===== src/pkg/clk_ctrl_pkg.sv =====
// Constants and carriers for the clock gating and oscillator control block
// Operation
// - A peripheral clock enable bit at 0 cuts that unit's input clock and at 1 supplies it.
// - The enable register holds, from bit 7 down, real-time counter, D/A, A/D, I2C, serial 1, serial 0, timer 1, timer 0.
// - The stop instruction enters stop mode and halts the main crystal or blocks the external clock input.
// - Status reports the CPU source: both selects 0 internal, main select 1 high-speed, subsystem select 1 subsystem.
// - The internal high-speed oscillator stop bit at 1 stops the internal high-speed clock.
// - After reset both subsystem oscillator pins are in input port mode.
// - With the subsystem clock unused the two subsystem pins serve as general input pins.
// - When the subsystem clock runs the CPU it also clocks peripherals, except the listed ones; A/D and I2C unguaranteed.
// - Clearing the subsystem oscillator stop bit to 0 starts the subsystem crystal oscillator; the code starts it only with the subsystem pin select bit also set.
package clk_ctrl_pkg;

	// ****************************************
	// Register map
	// ****************************************
	localparam logic [3:0] ADDR_PER_EN   = 4'h0;
	localparam logic [3:0] ADDR_OSC_MODE = 4'h1;
	localparam logic [3:0] ADDR_OP_STAT  = 4'h2;
	localparam logic [3:0] ADDR_CPU_CLK  = 4'h3;
	localparam logic [3:0] ADDR_STAB_SEL = 4'h4;

	localparam logic [7:0] PER_EN_RESET   = 8'h00;
	localparam logic [7:0] OSC_MODE_RESET = 8'h00;
	localparam logic [7:0] OP_STAT_RESET  = 8'hc0;
	localparam logic [7:0] STAB_SEL_RESET = 8'h07;

	// Clock operation status/control fields
	localparam int MAIN_STOP_BIT = 7;
	localparam int SUB_STOP_BIT  = 6;
	localparam int HIO_STOP_BIT  = 0;

	// CPU clock control fields
	localparam int SUB_SEL_STAT_BIT  = 7;
	localparam int MAIN_SEL_STAT_BIT = 5;
	localparam int SUB_SEL_REQ_BIT   = 6;
	localparam int MAIN_SEL_REQ_BIT  = 4;

	// Peripheral enable bit positions
	localparam int RTC_BIT    = 7;
	localparam int DAC_BIT    = 6;
	localparam int ADC_BIT    = 5;
	localparam int I2C_BIT    = 4;
	localparam int SER1_BIT   = 3;
	localparam int SER0_BIT   = 2;
	localparam int TMR1_BIT   = 1;
	localparam int TMR0_BIT   = 0;

	// Stabilization wait unit: one tick per this many clocks
	localparam int STAB_UNIT_CYC = 256;

	typedef enum logic [1:0] {
		SRC_INT_HS  = 2'b00,
		SRC_MAIN_HS = 2'b01,
		SRC_SUB     = 2'b10
	} cpu_src_t;

	typedef struct packed {
		logic [3:0] addr;
		logic [7:0] wdata;
		logic       wr;
		logic       rd;
	} reg_req_t;

	typedef struct packed {
		logic rtc;
		logic dac;
		logic adc;
		logic i2c;
		logic ser1;
		logic ser0;
		logic tmr1;
		logic tmr0;
	} per_en_t;

	typedef struct packed {
		logic ext_clock_select;
		logic main_pin_select;
		logic fixed5;
		logic subsys_pin_select;
		logic fixed3;
		logic subsys_drive_hi;
		logic subsys_drive_lo;
		logic main_freq_range;
	} osc_mode_t;

endpackage : clk_ctrl_pkg


===== src/rtl/clock_gating_and_oscillator_ctrl.sv =====
// Peripheral clock gating and oscillator control
`timescale 1ns/10ps
`default_nettype none
module clock_gating_and_oscillator_ctrl
	import clk_ctrl_pkg::*;
#(
	parameter int STAB_UNIT = STAB_UNIT_CYC
) (
	input  wire logic       ref_clk,
	input  wire logic       reset_n,
	input  wire logic [3:0] reg_addr,
	input  wire logic [7:0] reg_wdata,
	input  wire logic       reg_wr,
	input  wire logic       reg_rd,
	output logic      [7:0] reg_rdata,
	input  wire logic       stop_exec,
	input  wire logic       wake_req,
	input  wire logic       subsys_osc_in,
	input  wire logic       subsys_osc_out,
	output logic            stop_mode,
	output logic            main_osc_enable,
	output logic            main_ext_clk_gate,
	output logic            int_hs_osc_enable,
	output logic            subsys_osc_enable,
	output logic      [1:0] cpu_source,
	output logic      [1:0] subsys_pin_port_in,
	output logic      [7:0] periph_clk_gate,
	output logic            periph_on_subclk,
	output logic            adc_i2c_unguaranteed
);

	// ****************************************
	// State
	// ****************************************
	typedef enum logic [1:0] {
		PM_RUN  = 2'b00,
		PM_STOP = 2'b01,
		PM_WAIT = 2'b10
	} pm_state_t;

	typedef struct packed {
		per_en_t    per_en;
		osc_mode_t  osc_mode;
		logic [7:0] op_stat;
		logic       main_sel_req;
		logic       sub_sel_req;
		cpu_src_t   src;
		logic [2:0] stab_sel;
		pm_state_t  pm;
		logic [7:0] rdata;
		logic [1:0] pin_s1;
		logic [1:0] pin_s2;
	} state_t;

	state_t q, d;

	logic     stab_start;
	logic     stab_done;
	reg_req_t req;

	assign req = '{addr: reg_addr, wdata: reg_wdata, wr: reg_wr,
		rd: reg_rd};

	stab_timer #(
		.UNIT_CYC (STAB_UNIT)
	) u_stab (
		.ref_clk (ref_clk),
		.reset_n (reset_n),
		.start   (stab_start),
		.sel     (q.stab_sel),
		.done    (stab_done)
	);

	// ****************************************
	// Next state
	// ****************************************
	always_comb begin
		d = q;
		stab_start = 1'b0;
		// Pins are asynchronous; two flops before anything looks at them
		d.pin_s1 = {subsys_osc_out, subsys_osc_in};
		d.pin_s2 = q.pin_s1;

		if (req.wr) begin
			unique case (req.addr)
				ADDR_PER_EN:   d.per_en   = per_en_t'(req.wdata);
				ADDR_OSC_MODE: d.osc_mode = osc_mode_t'(req.wdata);
				ADDR_OP_STAT:  d.op_stat  = req.wdata & OP_STAT_RESET
					| {7'h00, req.wdata[HIO_STOP_BIT]};
				ADDR_CPU_CLK: begin
					d.sub_sel_req  = req.wdata[SUB_SEL_REQ_BIT];
					d.main_sel_req = req.wdata[MAIN_SEL_REQ_BIT];
				end
				ADDR_STAB_SEL: d.stab_sel = req.wdata[2:0];
				default: ;
			endcase
		end

		// Source switch only to a running clock; refuse otherwise
		if (q.sub_sel_req && !q.op_stat[SUB_STOP_BIT]
			&& q.osc_mode.subsys_pin_select) begin
			d.src = SRC_SUB;
		end else if (q.main_sel_req && !q.op_stat[MAIN_STOP_BIT]
			&& q.pm == PM_RUN) begin
			d.src = SRC_MAIN_HS;
		end else if (!q.op_stat[HIO_STOP_BIT]) begin
			d.src = SRC_INT_HS;
		end

		// Internal oscillator stop is cleared one cycle after it is set while the CPU runs on it
		if (q.src == SRC_INT_HS && q.op_stat[HIO_STOP_BIT]) begin
			d.op_stat[HIO_STOP_BIT] = 1'b0;
		end

		unique case (q.pm)
			PM_RUN: begin
				if (stop_exec) begin
					d.pm = PM_STOP;
				end
			end
			PM_STOP: begin
				if (wake_req) begin
					d.pm = PM_WAIT;
					stab_start = 1'b1;
				end
			end
			PM_WAIT: begin
				if (stab_done) begin
					d.pm = PM_RUN;
				end
			end
			default: d.pm = PM_RUN;
		endcase

		d.rdata = 8'h00;
		if (req.rd) begin
			unique case (req.addr)
				ADDR_PER_EN:   d.rdata = q.per_en;
				ADDR_OSC_MODE: d.rdata = q.osc_mode;
				ADDR_OP_STAT:  d.rdata = q.op_stat;
				ADDR_CPU_CLK:  d.rdata = {q.src == SRC_SUB, q.sub_sel_req,
					q.src == SRC_MAIN_HS, q.main_sel_req, 4'h0};
				ADDR_STAB_SEL: d.rdata = {5'h00, q.stab_sel};
				default:       d.rdata = 8'h00;
			endcase
		end
	end

	always_ff @(posedge ref_clk or negedge reset_n) begin
		if (!reset_n) begin
			q          <= '0;
			q.per_en   <= per_en_t'(PER_EN_RESET);
			q.osc_mode <= osc_mode_t'(OSC_MODE_RESET);
			q.op_stat  <= OP_STAT_RESET;
			q.stab_sel <= STAB_SEL_RESET[2:0];
			q.src      <= SRC_INT_HS;
			q.pm       <= PM_RUN;
		end else begin
			q <= d;
		end
	end

	// ****************************************
	// Outputs
	// ****************************************
	logic main_run;
	assign main_run = !q.op_stat[MAIN_STOP_BIT] && q.pm != PM_STOP;

	assign reg_rdata         = q.rdata;
	assign stop_mode         = (q.pm == PM_STOP);
	assign main_osc_enable   = main_run && !q.osc_mode.ext_clock_select
		&& q.osc_mode.main_pin_select;
	assign main_ext_clk_gate = main_run && q.osc_mode.ext_clock_select;
	assign int_hs_osc_enable = !q.op_stat[HIO_STOP_BIT];
	// Needs pin select and stop bit clear; fixed bits are not checked
	assign subsys_osc_enable = q.osc_mode.subsys_pin_select
		&& !q.op_stat[SUB_STOP_BIT];
	assign cpu_source        = q.src;
	// Pins read as port inputs unless claimed by the oscillator
	assign subsys_pin_port_in = q.osc_mode.subsys_pin_select ? 2'b00
		: q.pin_s2;
	assign periph_clk_gate   = q.per_en;
	assign periph_on_subclk  = (q.src == SRC_SUB);
	assign adc_i2c_unguaranteed = (q.src == SRC_SUB) &&
		(q.per_en.adc || q.per_en.i2c);

endmodule : clock_gating_and_oscillator_ctrl
`default_nettype wire


===== src/rtl/stab_timer.sv =====
// Oscillation stabilization wait counter
`timescale 1ns/10ps
`default_nettype none
module stab_timer
	import clk_ctrl_pkg::*;
#(
	parameter int UNIT_CYC = STAB_UNIT_CYC
) (
	input  wire logic       ref_clk,
	input  wire logic       reset_n,
	input  wire logic       start,
	input  wire logic [2:0] sel,
	output logic            done
);

	typedef struct packed {
		logic [15:0] unit;
		logic [15:0] cnt;
		logic        busy;
		logic        done;
	} st_t;

	st_t q, d;

	// Wait length doubles per select step
	function automatic logic [15:0] wait_len(input logic [2:0] s);
		wait_len = 16'h0001 << s;
	endfunction : wait_len

	logic tick;

	assign tick = (q.unit == 16'(UNIT_CYC - 1));

	always_comb begin
		d = q;
		d.done = 1'b0;
		// Unit divider idles at zero so every wait starts on a full unit
		d.unit = (!q.busy || tick) ? 16'h0000 : q.unit + 16'h0001;
		if (start) begin
			d.busy = 1'b1;
			d.cnt  = wait_len(sel);
		end else if (q.busy && tick) begin
			if (q.cnt == 16'h0001) begin
				d.busy = 1'b0;
				d.done = 1'b1;
			end
			d.cnt = q.cnt - 16'h0001;
		end
	end

	always_ff @(posedge ref_clk or negedge reset_n) begin
		if (!reset_n) begin
			q <= '0;
		end else begin
			q <= d;
		end
	end

	assign done = q.done;

endmodule : stab_timer
`default_nettype wire


===== config.mk =====
export PLATFORM = sky130hd
export DESIGN_NAME = clock_gating_and_oscillator_ctrl
export DESIGN_NICKNAME = d
export VERILOG_FILES = /design/src/pkg/clk_ctrl_pkg.sv /design/src/rtl/clock_gating_and_oscillator_ctrl.sv /design/src/rtl/stab_timer.sv
export SDC_FILE = /design/constraint.sdc
export NUM_CORES = 1
export LEC_CHECK = 0
export ABC_AREA = 1
export BUFFER_PORTS_ARGS = -buffer_cell sky130_fd_sc_hd__buf_2
export CORE_UTILIZATION = 50
export CTS_CLUSTER_SIZE = 28
export DETAILED_ROUTE_END_ITERATION = 12
export PLACE_DENSITY = 0.72
export SYNTH_ARGS = -nofsm -noshare
export SYNTH_HDL_FRONTEND = slang
export SYNTH_HIERARCHICAL = 1
export SYNTH_SLANG_ARGS = --single-unit

===== constraint.sdc =====
create_clock -name ref_clk -period 1.35 [get_ports ref_clk]
set_clock_uncertainty 0.1 [all_clocks]
set_input_delay 0.27 -clock ref_clk [delete_from_list [all_inputs] [get_ports ref_clk]]
set_output_delay 0.27 -clock ref_clk [all_outputs]
set_load 0.005 [all_outputs]

=== Word-level counts from Yosys, hierarchy flattened ===
Cells that the tools add are included.

* Register bits after elaboration: 79
* Bits in latches: 0
* RAM bits: 0
* ROM bits: 0
* Input port bits: 20
* Output and inout port bits: 27
* Memories: 0

* $add $sub $neg: 2
* $mul: 0
* Div/mod/pow operators: 0
* Magnitude comparators: 0
* Equal/unequal tests: 15
* Shifts and indexed selects: 1
* Muxes and demuxes: 21
* Bitwise logic cells: 1
* Reduce and logical (&&, ||, !) cells: 34

{| class="wikitable"
|+ Operator list
! kind !! number
|-
| 8-bit one-hot mux with 5 select lines || 1
|-
| 18-bit 2-to-1 mux || 1
|-
| 2-bit 2-to-1 mux || 9
|-
| 17-bit 2-to-1 mux || 1
|-
| 16-bit by 1-bit adder with 16-bit output, second input constant || 1
|-
| 16-bit by 1-bit == test with 1-bit output, second input constant || 1
|-
| 16-bit by 8-bit == test with 1-bit output, second input constant || 1
|-
| 16-bit 2-to-1 mux || 1
|-
| 1-bit by 3-bit << shifter with 16-bit output, first input constant || 1
|-
| 16-bit by 1-bit subtractor with 16-bit output, second input constant || 1
|-
| 2-bit AND reduction || 7
|-
| 1-bit logical AND || 12
|-
| 4-bit by 2-bit == test with 1-bit output, second input constant || 2
|-
| 8-bit 2-to-1 mux || 1
|-
| 8-bit by 1-bit OR with 8-bit output || 1
|-
| 2-bit nonzero test || 4
|-
| 2-bit one-hot mux with 3 select lines || 1
|-
| 1-bit zero test || 5
|-
| 1-bit 2-to-1 mux || 5
|-
| 2-bit by 1-bit == test with 1-bit output, second input constant || 2
|-
| 2-bit == test, second input constant || 2
|-
| 4-bit by 1-bit == test with 1-bit output, second input constant || 1
|-
| 4-bit by 3-bit == test with 1-bit output, second input constant || 1
|-
| 2-bit zero test || 2
|-
| other kinds (7) || 10
|}

=== Depth between registers and ports, before layout ===
* Depth after elaboration: 5
* Mapped depth: 11

=== Hierarchy ===
Netlist, hierarchy kept.

{| class="wikitable"
|+ By module, submodules not included
! module !! times used !! cells each !! area each (um^2)
|-
| stab_timer || 1 || 309 || 2,165.8
|-
| clock_gating_and_oscillator_ctrl || 1 || 240 || 1,955.6
|}

=== Least setup slack after synthesis ===
OpenSTA, ideal clock, no wires.

* Kind: register to register
* Start: register q[13] (netlist name)
* End: register u_stab/q[5] (netlist bit)
* Setup time: 65 ps
* Arrival time: 1,376 ps
* Setup slack: -191 ps
* Cell stages (with the launch flop): 11
* Path buffers: 1
* Clock period less this slack: 1,541 ps
* Cell sequence: dfrtp_1 inv_1 nand2_1 inv_1 nand2_1 inv_1 inv_2 buf_2 o32ai_1 nand2_1 nand2_1

{| class="wikitable"
|+ RTL lines
! what !! line !! text
|-
| end signal: assignment || stab_timer.sv:53 || <nowiki>q <= '0;</nowiki>
|-
| end signal: assignment || stab_timer.sv:55 || <nowiki>q <= d;</nowiki>
|-
| end: declaration || stab_timer.sv:23 || <nowiki>st_t q, d;</nowiki>
|}

==> flow_summary.ini <==
[status]
outcome = finished with violations
violations = negative setup slack

[worst_hold_path]
hold_class = primary input to register

[cells_and_area]
area_delta_synth_final_pct = 34.27
layout.cells.non_filler = 777
fillCellCount = 604
diodes = 0
utilization_pct = 70.52
drive_above_1_share_pct = 34.67
fin_nets = 693

[global_route]
grt_pass1_vias = 3912
grt_pass1_wl_mm = 17.86
overflow = 0
antenna_found_initial = 0
grt_max_degree = 75
grt_usage_pct = 26.22

[drt]
first_pass_iters = 6
drtIter0Drc = 245
wl_per_cell_um = 13.73
ant_nets = 0
vias = 4090
drc = 0
viasPerCell = 5.264
wirelength_mm = 10.67

[place]
placed_cells = 736
numPortBuffers = 46
dp_hpwl_mm = 7.140
dp_worst_setup_slack_ns = -0.2380
gp_congestion = 0.8861

[setup_path]
crit_required_ns = 0.98
cp_max_fo = 2
critPathKind = register to output port
start_kind = register
critPathArrivalTime_ns = 1.23
cp-end-kind = output port

[synthesis]
synth.top_cell.area_share_pct = 41.89
synth_top_cell_by_area = dfrtp_1
syn_inst = 549
synth_flop_cell = dfrtp_1
ys_ff_latch = 74
synth_cell_types = 37
synth_edf_count = 0
synth_area_leaders = dfrtp_1, nand2_1, nor2_1
async_flop_share_pct = 100.0
synthesis.area_um2 = 4121
syn_nets = 572
yosysSeqAreaShare_pct = 45.08
synth_area_per_cell_um2 = 7.507
yosysWarnings = 6

[timing]
grt_setup_unrepaired = yes
max_slew_margin_pct = 73.73
hold_viol = 0
tightest_slew_ns = 0.3940
finalWorstSetupSlack_ns = -0.2546
drv_slew = 0
fin_crit_sh_pct = 118.9
period_needed_ns = 1.605
whs_ns = 0.04468
setup_viol = 44
fmax_mhz = 623.2

[die]
start_util_pct = 52.52
num_rows = 32
core_area_um2 = 7848
chipWidth_um = 92.79
dieArea_um2 = 8610
die_h_um = 92.79
boundaryPins = 47

[power]
power_mw = 8.768
p_per_area_nw_per_um2 = 1584
ir_drop_v = 0.0008939
power.leakage_nw = 2.964

[clock_tree]
cts_tree = yes
cts_root_buf = clkbuf_8
clkLatencyLatePin_ns = 0.35
cts-buffers-inserted = 9
clk_pin_slew_ns = 0.08
cts_buffer_depth = 2
clock_sinks = 74
cts_max_level = 3

[run]
drv_cap = 0
[where the power goes]
group / internal (mW) / switching [mW] / total [mW]
Sequential: 2.65 / 0.376 / 3.03
Clock: 1.09 / 0.843 / 1.94
Combinational: 1.76 / 2.04 / 3.80
Total: 5.50 / 3.26 / 8.77
[final timing paths]
check / from / endpoint / slack, ns / cells after the start
worst max-delay path: q[12]$_DFFE_PN0P_ / main_osc_enable / -0.25 / 5
worst min-delay path: reg_wdata[3] / q[32]$_DFFE_PN0P_ / 0.04 / 3
worst max register to register: u_stab/q[18]$_DFF_PN0_ / u_stab/q[3]$_DFFE_PN0P_ / -0.25 / 9
worst min register to register: d[1]$_DFF_PN0_ / q[1]$_DFF_PN0_ / 0.25 / 0
max in group asynchronous: reset_n / q[15]$_DFFE_PN1P_ / 0.41 / 3
min in group asynchronous: reset_n / cpu_source[1]$_DFFE_PN0P_ / 0.38 / 3
[layout by cell type, fill, tap and decap left out, types with 8 or more instances in the layout]
cell / Yosys / routed
nand2_1: 155 / 140
buf_4: 20 / 77
dfrtp_1: 69 / 69
nor2_1: 79 / 65
nand3_1: 59 / 57
inv_1: 59 / 51
buf_2: 5 / 43
o21ai_0: 23 / 22
nand2_2: 5 / 17
nand4_1: 14 / 14
nor2_4: 6 / 13
inv_2: 6 / 10
nor2_2: 2 / 10
clkbuf_8: 0 / 10
buf_6: 1 / 8
[sequential cells by signal, indices dropped and copies added (netlist names)]
| signal | flops |
|---|---|
| u_stab/q | 33 |
| q | 20 |
| periph_clk_gate | 8 |
| reg_rdata | 8 |
| cpu_source | 2 |
| d | 2 |
| u_stab/done | 1 |
[area by class of cell]
type                            count  area (µm²)  area share [%]
Sequential cell                    74        1858           33.57
Clock buffer                       12       145.1           2.623
Multi-Input combinational cell    384        2066           37.33
Tap cell                          102       127.6           2.306
Clock inverter                      4       75.07           1.357
Timing Repair Buffer              136        1003           18.13
Inverter                           65       259.0           4.680
[logic make-up (layout without fill, tap and decap cells)]
group	Yosys count	after routing	share of synthesized area (%)
AOI/OAI and AO/OA	37	37	5.192
adders and majority gates	3	3	0.9108
buffers and inverters	93	217	10.63
xor gates and xnor gates	6	6	1.275
DFF	74	74	45.08
and+or+nand+nor	336	338	36.92
[cells in the mapped netlist (2+ instances only)]
| cell type | count |
|---|---|
| nor2_1 | 79 |
| dfstp_2 | 5 |
| nand2_2 | 5 |
| xnor2_1 | 2 |
| nor2_4 | 6 |
| o21ai_0 | 23 |
| clkbuf_1 | 2 |
| nand3_1 | 59 |
| inv_2 | 6 |
| inv_1 | 59 |
| nor3_1 | 5 |
| nor2_2 | 2 |
| dfrtp_1 | 69 |
| xor2_1 | 4 |
| nand2_4 | 4 |
| o21a_1 | 2 |
| a21oi_1 | 4 |
| buf_2 | 5 |
| nor3_2 | 2 |
| buf_4 | 20 |
| nand2_1 | 155 |
| nand4_1 | 14 |
| ha_1 | 3 |
[metal layers]
metal,GRT usage [%],vias up,wire length (µm)
met5,0,-,0
met4,7.564,0,140
met2,43.14,141,5050
met1,35.26,1957,4833
li1,-,1974,-
met3,4.844,18,648
[metrics by stage]
step	area (µm²)	setup TNS [ns]
6_report	5534	-7.824
5_1_grt	5534	-10.89
4_1_cts	5396	-7.782
3_5_place_dp	4843	-5.218
3_3_place_gp	4843	-3.146
2_1_floorplan	4151	-1.339
[timing repair]
item | 4_1_cts | 5_1_grt
setup buffers | 16 | 7
gates resized for setup | 50 | 28
endpoints found under the hold margin | 71 | 0
hold buffers | 3 | 0
pin swaps | 14 | 10
cloned | 2 | 0
setup endpoints to repair | 45 | 46
[critical path: stages, from the launching register on]
cell	delay, ns
dfrtp_1	0.41
nand2_2	0.10
buf_6	0.11
nand2_4	0.05
nor3_4	0.09
buf_2	0.13
Power figures use the tool's default switching activity.
